**src/ets_params.svh**
```systemverilog
// Offsets, fields, reset values and timing counts of the one-shot timer
`ifndef ETS_PARAMS_SVH
`define ETS_PARAMS_SVH
// ==========================================
// Register map (byte addresses)
`define ETS_AW 4
`define ETS_OFF_CTRL 4'h0
`define ETS_OFF_PERIOD 4'h4
`define ETS_OFF_PULSE 4'h8
`define ETS_OFF_STATUS 4'hC
// ==========================================
// Fields and widths
`define ETS_CNT_W 8
`define ETS_CTRL_RUN 0
`define ETS_CTRL_MODE_LO 1
`define ETS_CTRL_MODE_HI 5
// ==========================================
// Reset values
`define ETS_RST_MODE 5'h00
`define ETS_RST_PERIOD 8'hFF
`define ETS_RST_PULSE 8'h00
// ==========================================
// Mode codes
`define ETS_MODE_ET_RISE 5'h09
`define ETS_MODE_ET_FALL 5'h0A
`define ETS_MODE_ET_BOTH 5'h0B
`define ETS_MODE_HL_RISE 5'h0C
`define ETS_MODE_HL_FALL 5'h0D
// ==========================================
// Timing: timer clocks from a limit reset edge to resumed counting
`define ETS_RESUME_CLKS 2'h2
// AXI responses
`define ETS_RESP_OKAY 2'h0
`define ETS_RESP_SLVERR 2'h2
`endif

```
**src/ets_pkg.sv**
```systemverilog
// Types shared by the one-shot timer modules
package ets_pkg;
`include "ets_params.svh"
  // ==========================================
  // Timer states
  typedef enum logic [1:0] {
    ETS_IDLE = 2'b00,
    ETS_ARMED = 2'b01,
    ETS_COUNT = 2'b10,
    ETS_HOLD = 2'b11
  } ets_state_e;
  // Register write strobe with address and data
  typedef struct packed {
    logic en;
    logic [`ETS_AW-1:0] addr;
    logic [31:0] data;
  } ets_wr_s;
  // Mapped, word-aligned addresses only
  function automatic logic ets_addr_ok(input logic [`ETS_AW-1:0] a);
    return (a == `ETS_OFF_CTRL) || (a == `ETS_OFF_PERIOD) || (a == `ETS_OFF_PULSE) || (a == `ETS_OFF_STATUS);
  endfunction
endpackage

```
**src/ets_sync.sv**
```systemverilog
// Two-flop synchroniser for the external trigger pin
module ets_sync (
  input wire logic clk_i,
  input wire logic rst_n_i,
  input wire logic d_i,
  output logic q_o
);
  logic meta;
  // ==========================================
  // First flop feeds only the second
  always_ff @(posedge clk_i or negedge rst_n_i) begin
    if (!rst_n_i) begin
      meta <= 1'b0;
      q_o <= 1'b0;
    end else begin
      meta <= d_i;
      q_o <= meta;
    end
  end
endmodule

```
**src/ets_axil.sv**
```systemverilog
// AXI4-Lite slave front end for the one-shot timer registers
`include "ets_params.svh"
module ets_axil (
  input wire logic clk_i,
  input wire logic rst_n_i,
  input wire logic [3:0] awaddr_i,
  input wire logic awvalid_i,
  output logic awready_o,
  input wire logic [31:0] wdata_i,
  input wire logic [3:0] wstrb_i,
  input wire logic wvalid_i,
  output logic wready_o,
  output logic [1:0] bresp_o,
  output logic bvalid_o,
  input wire logic bready_i,
  input wire logic [3:0] araddr_i,
  input wire logic arvalid_i,
  output logic arready_o,
  output logic [31:0] rdata_o,
  output logic [1:0] rresp_o,
  output logic rvalid_o,
  input wire logic rready_i,
  output ets_pkg::ets_wr_s wr_o,
  output logic [3:0] rd_addr_o,
  input wire logic [31:0] rd_data_i
);
  import ets_pkg::*;
  logic aw_hold, w_hold, next_aw_hold, next_w_hold, next_bvalid, next_rvalid;
  logic [3:0] waddr, next_waddr;
  logic [31:0] wdata, next_wdata, next_rdata;
  logic wlow, next_wlow;
  logic [1:0] next_bresp, next_rresp;
  logic do_wr;

  // ==========================================
  // Handshakes; address and data may arrive in either order
  assign awready_o = !aw_hold && !bvalid_o;
  assign wready_o = !w_hold && !bvalid_o;
  assign arready_o = !rvalid_o;
  assign rd_addr_o = araddr_i;
  assign do_wr = aw_hold && w_hold && !bvalid_o;
  // Only byte lane 0 holds register bits, so it gates the write
  assign wr_o = '{en: do_wr && wlow && ets_addr_ok(waddr), addr: waddr, data: wdata};

  // Next channel state
  always_comb begin
    next_aw_hold = aw_hold;
    next_w_hold = w_hold;
    next_waddr = waddr;
    next_wdata = wdata;
    next_wlow = wlow;
    next_bvalid = bvalid_o;
    next_bresp = bresp_o;
    next_rvalid = rvalid_o;
    next_rdata = rdata_o;
    next_rresp = rresp_o;
    if (awvalid_i && awready_o) begin
      next_aw_hold = 1'b1;
      next_waddr = awaddr_i;
    end
    if (wvalid_i && wready_o) begin
      next_w_hold = 1'b1;
      next_wdata = wdata_i;
      next_wlow = wstrb_i[0];
    end
    if (do_wr) begin
      next_aw_hold = 1'b0;
      next_w_hold = 1'b0;
      next_bvalid = 1'b1;
      next_bresp = ets_addr_ok(waddr) ? `ETS_RESP_OKAY : `ETS_RESP_SLVERR;
    end else if (bvalid_o && bready_i) begin
      next_bvalid = 1'b0;
    end
    if (arvalid_i && arready_o) begin
      next_rvalid = 1'b1;
      next_rdata = rd_data_i;
      next_rresp = ets_addr_ok(araddr_i) ? `ETS_RESP_OKAY : `ETS_RESP_SLVERR;
    end else if (rvalid_o && rready_i) begin
      next_rvalid = 1'b0;
    end
  end

  always_ff @(posedge clk_i or negedge rst_n_i) begin
    if (!rst_n_i) begin
      aw_hold <= 1'b0;
      w_hold <= 1'b0;
      waddr <= 4'h0;
      wdata <= 32'h0000_0000;
      wlow <= 1'b0;
      bvalid_o <= 1'b0;
      bresp_o <= 2'h0;
      rvalid_o <= 1'b0;
      rdata_o <= 32'h0000_0000;
      rresp_o <= 2'h0;
    end else begin
      aw_hold <= next_aw_hold;
      w_hold <= next_w_hold;
      waddr <= next_waddr;
      wdata <= next_wdata;
      wlow <= next_wlow;
      bvalid_o <= next_bvalid;
      bresp_o <= next_bresp;
      rvalid_o <= next_rvalid;
      rdata_o <= next_rdata;
      rresp_o <= next_rresp;
    end
  end
endmodule

```
**src/ets_timer.sv**
```systemverilog
// Edge-triggered one-shot period timer with PWM drive, top level
// Contract
// - One-shot mode waits idle after run set until the selected trigger edge.
// - Start edge codes: 01001 rising, 01010 falling, 01011 either edge.
// - One-shot period match clears the run bit, halting the timer.
// - After software stops and restarts, a fresh trigger edge is needed.
// - Trigger edge turns PWM on; pulse match or period halt turns it off.
// - Limit mode: first edge starts; later selected edges reset the counter.
// - Limit mode resumes counting two timer clocks after each reset edge.
// - Limit codes: 01100 rising start/reset, 01101 falling start/reset.
// - Limit mode period match resets the counter and clears run.
// - Limit mode ignores all edges until software sets run.
// - Limit mode: start edge and each reset edge turn PWM drive on.
// - PWM stays off after pulse match unless an edge resets first.
//
// The placing of the registers and the AXI4-Lite slave port are this design's own decisions.
`include "ets_params.svh"
module ets_timer (
  input wire logic clk_i,
  input wire logic rst_n_i,
  input wire logic [3:0] s_axi_awaddr_i,
  input wire logic s_axi_awvalid_i,
  output logic s_axi_awready_o,
  input wire logic [31:0] s_axi_wdata_i,
  input wire logic [3:0] s_axi_wstrb_i,
  input wire logic s_axi_wvalid_i,
  output logic s_axi_wready_o,
  output logic [1:0] s_axi_bresp_o,
  output logic s_axi_bvalid_o,
  input wire logic s_axi_bready_i,
  input wire logic [3:0] s_axi_araddr_i,
  input wire logic s_axi_arvalid_i,
  output logic s_axi_arready_o,
  output logic [31:0] s_axi_rdata_o,
  output logic [1:0] s_axi_rresp_o,
  output logic s_axi_rvalid_o,
  input wire logic s_axi_rready_i,
  input wire logic external_trigger_input_i,
  output logic pwm_drive_o,
  output logic timer_run_o
);
  import ets_pkg::*;

  ets_wr_s wr;
  logic [3:0] rd_addr;
  logic [31:0] rd_data;
  logic trig_s, trig_q;
  logic rise, fall, trig_fire, is_et, is_hl, is_os;
  logic ctrl_wr;
  logic run, next_run, pwm, next_pwm;
  logic [4:0] mode, next_mode;
  logic [`ETS_CNT_W-1:0] cnt, next_cnt, period, next_period, pulse, next_pulse;
  logic [1:0] hold, next_hold;
  ets_state_e st, next_st;

  // ==========================================
  // Bus slave and trigger synchroniser
  ets_axil u_axil (
    .clk_i(clk_i),
    .rst_n_i(rst_n_i),
    .awaddr_i(s_axi_awaddr_i),
    .awvalid_i(s_axi_awvalid_i),
    .awready_o(s_axi_awready_o),
    .wdata_i(s_axi_wdata_i),
    .wstrb_i(s_axi_wstrb_i),
    .wvalid_i(s_axi_wvalid_i),
    .wready_o(s_axi_wready_o),
    .bresp_o(s_axi_bresp_o),
    .bvalid_o(s_axi_bvalid_o),
    .bready_i(s_axi_bready_i),
    .araddr_i(s_axi_araddr_i),
    .arvalid_i(s_axi_arvalid_i),
    .arready_o(s_axi_arready_o),
    .rdata_o(s_axi_rdata_o),
    .rresp_o(s_axi_rresp_o),
    .rvalid_o(s_axi_rvalid_o),
    .rready_i(s_axi_rready_i),
    .wr_o(wr),
    .rd_addr_o(rd_addr),
    .rd_data_i(rd_data)
  );

  // Pin crosses two flops before any logic reads it
  ets_sync u_sync (
    .clk_i(clk_i),
    .rst_n_i(rst_n_i),
    .d_i(external_trigger_input_i),
    .q_o(trig_s)
  );

  // ==========================================
  // Edge detection and mode decode
  assign rise = trig_s && !trig_q;
  assign fall = !trig_s && trig_q;
  assign is_et = (mode == `ETS_MODE_ET_RISE) || (mode == `ETS_MODE_ET_FALL) || (mode == `ETS_MODE_ET_BOTH);
  assign is_hl = (mode == `ETS_MODE_HL_RISE) || (mode == `ETS_MODE_HL_FALL);
  assign is_os = is_et || is_hl;
  assign ctrl_wr = wr.en && (wr.addr == `ETS_OFF_CTRL);
  assign pwm_drive_o = pwm;
  assign timer_run_o = run;

  // Selected edge per mode; other codes have no trigger
  always_comb begin
    case (mode)
      `ETS_MODE_ET_RISE: trig_fire = rise;
      `ETS_MODE_ET_FALL: trig_fire = fall;
      `ETS_MODE_ET_BOTH: trig_fire = rise || fall;
      `ETS_MODE_HL_RISE: trig_fire = rise;
      `ETS_MODE_HL_FALL: trig_fire = fall;
      default: trig_fire = 1'b0;
    endcase
  end

  // ==========================================
  // Timer next state, software write applied last
  always_comb begin
    next_run = run;
    next_mode = mode;
    next_st = st;
    next_cnt = cnt;
    next_pwm = pwm;
    next_hold = hold;
    next_period = period;
    next_pulse = pulse;
    case (st)
      ETS_ARMED: begin
        // Edges before run is set never reach here
        if (trig_fire) begin
          next_st = ETS_COUNT;
          next_pwm = 1'b1;
        end
      end
      ETS_COUNT: begin
        if (is_hl && trig_fire) begin
          next_cnt = '0;
          next_hold = `ETS_RESUME_CLKS - 2'h1;
          next_st = ETS_HOLD;
          next_pwm = 1'b1;
        end else if (cnt == period) begin
          next_cnt = '0;
          next_pwm = !is_os;
          if (is_os) begin
            next_run = 1'b0;
            next_st = ETS_IDLE;
          end
        end else begin
          next_cnt = cnt + 8'h01;
          if (cnt == pulse) begin
            next_pwm = 1'b0;
          end
        end
      end
      ETS_HOLD: begin
        // A further edge during the pause restarts the pause
        if (trig_fire) begin
          next_hold = `ETS_RESUME_CLKS - 2'h1;
        end else if (hold == 2'h0) begin
          next_st = ETS_COUNT;
        end else begin
          next_hold = hold - 2'h1;
        end
      end
      default: ;
    endcase
    // Software set of run wins over a same-cycle halt
    if (ctrl_wr) begin
      next_mode = wr.data[`ETS_CTRL_MODE_HI:`ETS_CTRL_MODE_LO];
      if (!wr.data[`ETS_CTRL_RUN]) begin
        next_run = 1'b0;
        next_st = ETS_IDLE;
        next_pwm = 1'b0;
      end else if (!next_run) begin
        next_run = 1'b1;
        next_pwm = 1'b0;
        if ((wr.data[5:1] >= `ETS_MODE_ET_RISE) && (wr.data[5:1] <= `ETS_MODE_HL_FALL)) begin
          next_st = ETS_ARMED;
        end else begin
          next_st = ETS_COUNT;
        end
      end
    end
    if (wr.en && (wr.addr == `ETS_OFF_PERIOD)) begin
      next_period = wr.data[7:0];
    end
    if (wr.en && (wr.addr == `ETS_OFF_PULSE)) begin
      next_pulse = wr.data[7:0];
    end
  end

  always_ff @(posedge clk_i or negedge rst_n_i) begin
    if (!rst_n_i) begin
      run <= 1'b0;
      mode <= `ETS_RST_MODE;
      st <= ETS_IDLE;
      cnt <= '0;
      pwm <= 1'b0;
      hold <= 2'h0;
      period <= `ETS_RST_PERIOD;
      pulse <= `ETS_RST_PULSE;
      trig_q <= 1'b0;
    end else begin
      run <= next_run;
      mode <= next_mode;
      st <= next_st;
      cnt <= next_cnt;
      pwm <= next_pwm;
      hold <= next_hold;
      period <= next_period;
      pulse <= next_pulse;
      trig_q <= trig_s;
    end
  end

  // ==========================================
  // Register read mux; unmapped reads return zero
  always_comb begin
    case (rd_addr)
      `ETS_OFF_CTRL: rd_data = {26'h000_0000, mode, run};
      `ETS_OFF_PERIOD: rd_data = {24'h00_0000, period};
      `ETS_OFF_PULSE: rd_data = {24'h00_0000, pulse};
      `ETS_OFF_STATUS: rd_data = {21'h00_0000, st, pwm, cnt};
      default: rd_data = 32'h0000_0000;
    endcase
  end

  // ==========================================
  // Assertions
  property p_armed_still;
    @(posedge clk_i) disable iff (!rst_n_i)
    (st == ETS_ARMED && !trig_fire && !ctrl_wr) |=> (st == ETS_ARMED && cnt == $past(cnt));
  endproperty
  a_armed_still: assert property (p_armed_still) else $error("armed timer moved without edge");

  property p_fall_start;
    @(posedge clk_i) disable iff (!rst_n_i)
    (st == ETS_ARMED && mode == `ETS_MODE_ET_FALL && fall && !ctrl_wr) |=> (st == ETS_COUNT && pwm);
  endproperty
  a_fall_start: assert property (p_fall_start) else $error("falling edge did not start timer");

  property p_et_halt;
    @(posedge clk_i) disable iff (!rst_n_i)
    (st == ETS_COUNT && is_et && cnt == period && !ctrl_wr) |=> (!run && st == ETS_IDLE && !pwm);
  endproperty
  a_et_halt: assert property (p_et_halt) else $error("period match did not halt one-shot");

  property p_rearm;
    @(posedge clk_i) disable iff (!rst_n_i)
    ($rose(run) && is_os) |-> (st == ETS_ARMED);
  endproperty
  a_rearm: assert property (p_rearm) else $error("run set without re-arming");

  property p_resume;
    @(posedge clk_i) disable iff (!rst_n_i)
    (st == ETS_COUNT && is_hl && trig_fire && !ctrl_wr) |=> (st == ETS_HOLD && cnt == 8'h00 && pwm) ##1
      (st == ETS_HOLD || !run);
  endproperty
  a_resume: assert property (p_resume) else $error("limit reset edge pause wrong");

  property p_hl_halt;
    @(posedge clk_i) disable iff (!rst_n_i)
    (st == ETS_COUNT && is_hl && !trig_fire && cnt == period && !ctrl_wr) |=> (cnt == 8'h00 && !run);
  endproperty
  a_hl_halt: assert property (p_hl_halt) else $error("limit period match did not reset");

  property p_idle_off;
    @(posedge clk_i) disable iff (!rst_n_i)
    !run |-> (st == ETS_IDLE && !pwm);
  endproperty
  a_idle_off: assert property (p_idle_off) else $error("timer active with run clear");

  property p_pulse_off;
    @(posedge clk_i) disable iff (!rst_n_i)
    (st == ETS_COUNT && cnt == pulse && cnt != period && !(is_hl && trig_fire) && !ctrl_wr) |=> !pwm;
  endproperty
  a_pulse_off: assert property (p_pulse_off) else $error("pwm not off at pulse match");

  property p_count_up;
    @(posedge clk_i) disable iff (!rst_n_i)
    (st == ETS_COUNT && cnt != period && !(is_hl && trig_fire) && !ctrl_wr) |=> (cnt == $past(cnt) + 8'h01);
  endproperty
  a_count_up: assert property (p_count_up) else $error("counter did not increment");

  property p_start_on;
    @(posedge clk_i) disable iff (!rst_n_i)
    (st == ETS_ARMED && trig_fire && !ctrl_wr) |=> (st == ETS_COUNT && pwm && cnt == $past(cnt));
  endproperty
  a_start_on: assert property (p_start_on) else $error("start edge did not turn drive on");

  property p_hold_exit;
    @(posedge clk_i) disable iff (!rst_n_i)
    (st == ETS_HOLD && hold == 2'h0 && !trig_fire && !ctrl_wr) |=> (st == ETS_COUNT && cnt == 8'h00);
  endproperty
  a_hold_exit: assert property (p_hold_exit) else $error("limit pause did not end after two clocks");

  property p_hl_rise_start;
    @(posedge clk_i) disable iff (!rst_n_i)
    (st == ETS_ARMED && mode == `ETS_MODE_HL_RISE && rise && !ctrl_wr) |=> (st == ETS_COUNT && pwm);
  endproperty
  a_hl_rise_start: assert property (p_hl_rise_start) else $error("rising limit edge did not start");

  property p_idle_still;
    @(posedge clk_i) disable iff (!rst_n_i)
    (st == ETS_IDLE && !ctrl_wr) |=> (st == ETS_IDLE && !run && cnt == $past(cnt));
  endproperty
  a_idle_still: assert property (p_idle_still) else $error("stopped timer reacted to an edge");
endmodule

```
**config.mk**
```make
export PLATFORM = sky130hd
export DESIGN_NAME = ets_timer
export DESIGN_NICKNAME = d
export VERILOG_FILES = /design/src/ets_pkg.sv /design/src/ets_sync.sv /design/src/ets_axil.sv /design/src/ets_timer.sv
export VERILOG_INCLUDE_DIRS = /design/src /design/src/src
export SDC_FILE = /design/constraint.sdc
export NUM_CORES = 1
export LEC_CHECK = 0
export BUFFER_PORTS_ARGS = -buffer_cell sky130_fd_sc_hd__buf_2
export CAP_MARGIN = 20
export CELL_PAD_IN_SITES_DETAIL_PLACEMENT = 1
export CELL_PAD_IN_SITES_GLOBAL_PLACEMENT = 1
export CORE_MARGIN = 1.5
export CORE_UTILIZATION = 44
export CTS_CLUSTER_DIAMETER = 120
export DETAILED_ROUTE_END_ITERATION = 10
export PLACE_DENSITY_LB_ADDON = 0.1
export SYNTH_ARGS = -nofsm -noshare
export SYNTH_HDL_FRONTEND = slang
export SYNTH_SLANG_ARGS = --single-unit
```
**constraint.sdc**
```tcl
create_clock -name clk_i -period 5.4 [get_ports clk_i]
set_input_delay 0.81 -clock clk_i [delete_from_list [all_inputs] [get_ports clk_i]]
set_output_delay 0.81 -clock clk_i [all_outputs]
set_load 0.02 [all_outputs]
```
==> results.json <==
{
  "synthTopCellsByArea": "dfrtp_1 41%, mux2_2 10%, dfstp_2 5.7%",
  "worstPathCellList": "or3b_1, a211o_1, a311oi_4, nor4_1, a211oi_1, a41o_1",
  "antenna_found_initial": 0,
  "hpwl_um": 5783,
  "path_buf_inv": 0,
  "die_h_um": 94.23,
  "first_global_vias": 2547,
  "cts_resized": 0,
  "grt_overflow": 0,
  "tightest_slew_ps": 901.1,
  "ctsRootBufferMaster": "clkbuf_8",
  "start_util_pct": 45.02,
  "vias": 2535,
  "ant_nets": 0,
  "numCtsBuffers": 9,
  "netlist.area_leader.share_pct": 41.00,
  "cp_top_family": "compound AO/OA/AOI/OAI gates",
  "hp-class": "register to register",
  "worst_slack_ps": 3085,
  "cts_setup_buffers": 0,
  "yosysSeqAreaShare_pct": 46.74,
  "power.density_nw_per_um2": 435.8,
  "cts_hold_buf": 0,
  "synth.largest_area_cell": "dfrtp_1",
  "dpl_cell_area_um2": 3880,
  "reg2regPathDepth": 6,
  "ys_ff_latch": 68,
  "detail_route.iter0.violations": 76,
  "synth_area_um2": 3662,
  "vdd_drop_max_v": 0.0002240,
  "die_w_um": 94.23,
  "io_buffers": 44,
  "dp_cells": 465,
  "clk_path_buf_depth": 2,
  "clk_pin_slew_ps": 80,
  "synthFlopType": "dfrtp_1",
  "antenna_cells": 0,
  "cts_tree": "done",
  "insertion_delay_ps": 340,
  "cts.sinks": 68,
  "timing.final.crit_share_pct": 42.88,
  "gp_congestion": 0.8398,
  "crit_required_ps": 5680,
  "htreeDepth": 3,
  "grt_setup_unrepaired": "false",
  "nets": 431,
  "end_kind": "register",
  "floorplan.core_area_um2": 8134,
  "num_rows": 33,
  "fin_skew_ps": 9.810,
  "synth.distinct_cells": 54,
  "finalHoldViolations": 0,
  "status": "completed",
  "die_area_um2": 8879,
  "nFillCells": 912,
  "slew_violations": 0,
  "synth-edff-count": 0,
  "grt_max_degree": 69,
  "arrival_ps": 2600,
  "async_flop_share_pct": 100.0,
  "path_max_fanout": 9,
  "final_area_um2": 4096,
  "final_layout_size_suffix_gt1_share_pct": 30.05,
  "slew_headroom_pct": 39.46,
  "max_stage_delay_ps": 500,
  "first_pass_iters": 4,
  "syn2layout_area_growth_pct": 11.86,
  "drt-total-wl_um": 7843,
  "start_kind": "register",
  "pin_count": 95,
  "grt_pass1_wl_um": 13040,
  "fin_crit_ps": 2315,
  "dpl_worst_slack_ps": 3032,
  "wl_per_cell_um": 16.31,
  "synth_warnings": 0,
  "final_cells": 481,
  "finalSetupViolCount": 0,
  "drcViolationCount": 0,
  "cpMaxStageDelayCell": "dfrtp_1",
  "avgSynthCellArea_um2": 11.13,
  "worst_hold_path.num_cells": 0,
  "power_uw": 1785,
  "track_usage_pct": 19.51,
  "maxCapViolations": 0,
  "cp_num_cells": 6,
  "synthCells": 329,
  "finalSetupTns_ps": 0,
  "p_leak_uw": 0.001878,
  "via_per_inst": 5.270,
  "critPathKind": "register to register",
  "fmax_ghz": 0.4319
}
## stage by stage
| step | hold slack (ps) | util (%) |
|---|---|---|
| final | 351.4 | 50.36 |
| after CTS | 355.1 | 50.36 |
| after global routing | 366.6 | 50.36 |
| after global placement | 333.8 | 47.64 |
| after detailed placement | 336.3 | 47.70 |
| after floorplan | 331.2 | - |
## cells by family after synthesis
logic type               Yosys count  synth area share [%]
AO/OA/AOI/OAI                     63                 12.57
buffers and inverters             54                 8.097
multiplexers                      43                 14.66
AND/OR/NAND/NOR                   75                 11.04
adder cells (fa/ha/maj)            8                 2.733
flip-flops                        68                 46.74
other                              1                0.1024
XOR/XNOR                          17                 4.066
## worst paths after layout
path	start	to	slack (ps)
setup / recovery	mode[2]	st[1]	3080
hold / removal	u_sync.meta	u_sync.q_o	350
setup reg to reg	mode[2]	st[1]	3080
hold reg to reg	u_sync.meta	u_sync.q_o	350
max in group asynchronous	rst_n_i	u_axil.wdata[0]	4190
min in group asynchronous	rst_n_i	u_axil.rdata_o[7]	660
## placed cells by master, fill, tap and decap left out, drive strengths merged, types with 5 or more instances in the layout
cell type and n:
nor2 7, nand2 25, xnor2 16, a22o 10, buf 47, nor2b 6, o21ai 23, inv 17
dfrtp 60, a21oi 5, mux4 5, clkbuf 11, ha 8, mux2 35, conb 23, dfstp 8
nor3 7
## power breakdown
part | switching, uW | total (uW) | internal [uW]
logic | 254 | 504 | 251
clock network | 195 | 458 | 263
registers | 159 | 823 | 664
## per-layer routing
layer	routed length, um	GRT usage, %	vias up	share of wire [%]
met5	0	0	-	0
met4	155	7.338	0	2.0
met3	344	3.479	15	4.4
met2	3717	31.53	68	47
met1	3625	26.06	1247	46
li1	-	-	1205	-
## final cells by class
| cell class | count | area (um2) | share of cell area (%) |
|---|---|---|---|
| clock inverters | 5 | 85.08 | 2.077 |
| multi-input cells | 229 | 1737 | 42.39 |
| inverters | 16 | 60.06 | 1.466 |
| clock buffers | 11 | 131.4 | 3.207 |
| well taps | 105 | 131.4 | 3.207 |
| flip-flops and latches | 68 | 1712 | 41.78 |
| repair buffers | 47 | 240.2 | 5.864 |
## state kept, by name, indices dropped and copies added (netlist names), 2 cells and up
| register | cells |
|---|---|
| cnt | 8 |
| hold | 2 |
| mode | 5 |
| period | 8 |
| pulse | 8 |
| st | 2 |
| u_axil.rdata_o | 11 |
| u_axil.waddr | 4 |
| u_axil.wdata | 8 |
## cell usage after synthesis (2+ instances only)
master / number
nand2_1: 25
nand3_1: 4
a22oi_1: 2
dfstp_2: 8
ha_1: 8
mux2_2: 34
or2_2: 2
buf_2: 3
o21ai_0: 21
a22o_1: 10
o21a_1: 3
nor3_1: 7
nand4_1: 4
inv_1: 16
mux4_2: 5
a21oi_1: 5
nor2b_1: 6
xnor2_1: 16
nand2b_1: 4
and3_1: 4
dfrtp_1: 60
o21ai_1: 2
mux2i_1: 3
a211o_1: 3
clkbuf_1: 11
nand3b_1: 4
or3b_1: 2
o2bb2ai_1: 2
nor2_1: 7
buf_4: 24
Power figures use the tool's default switching activity.
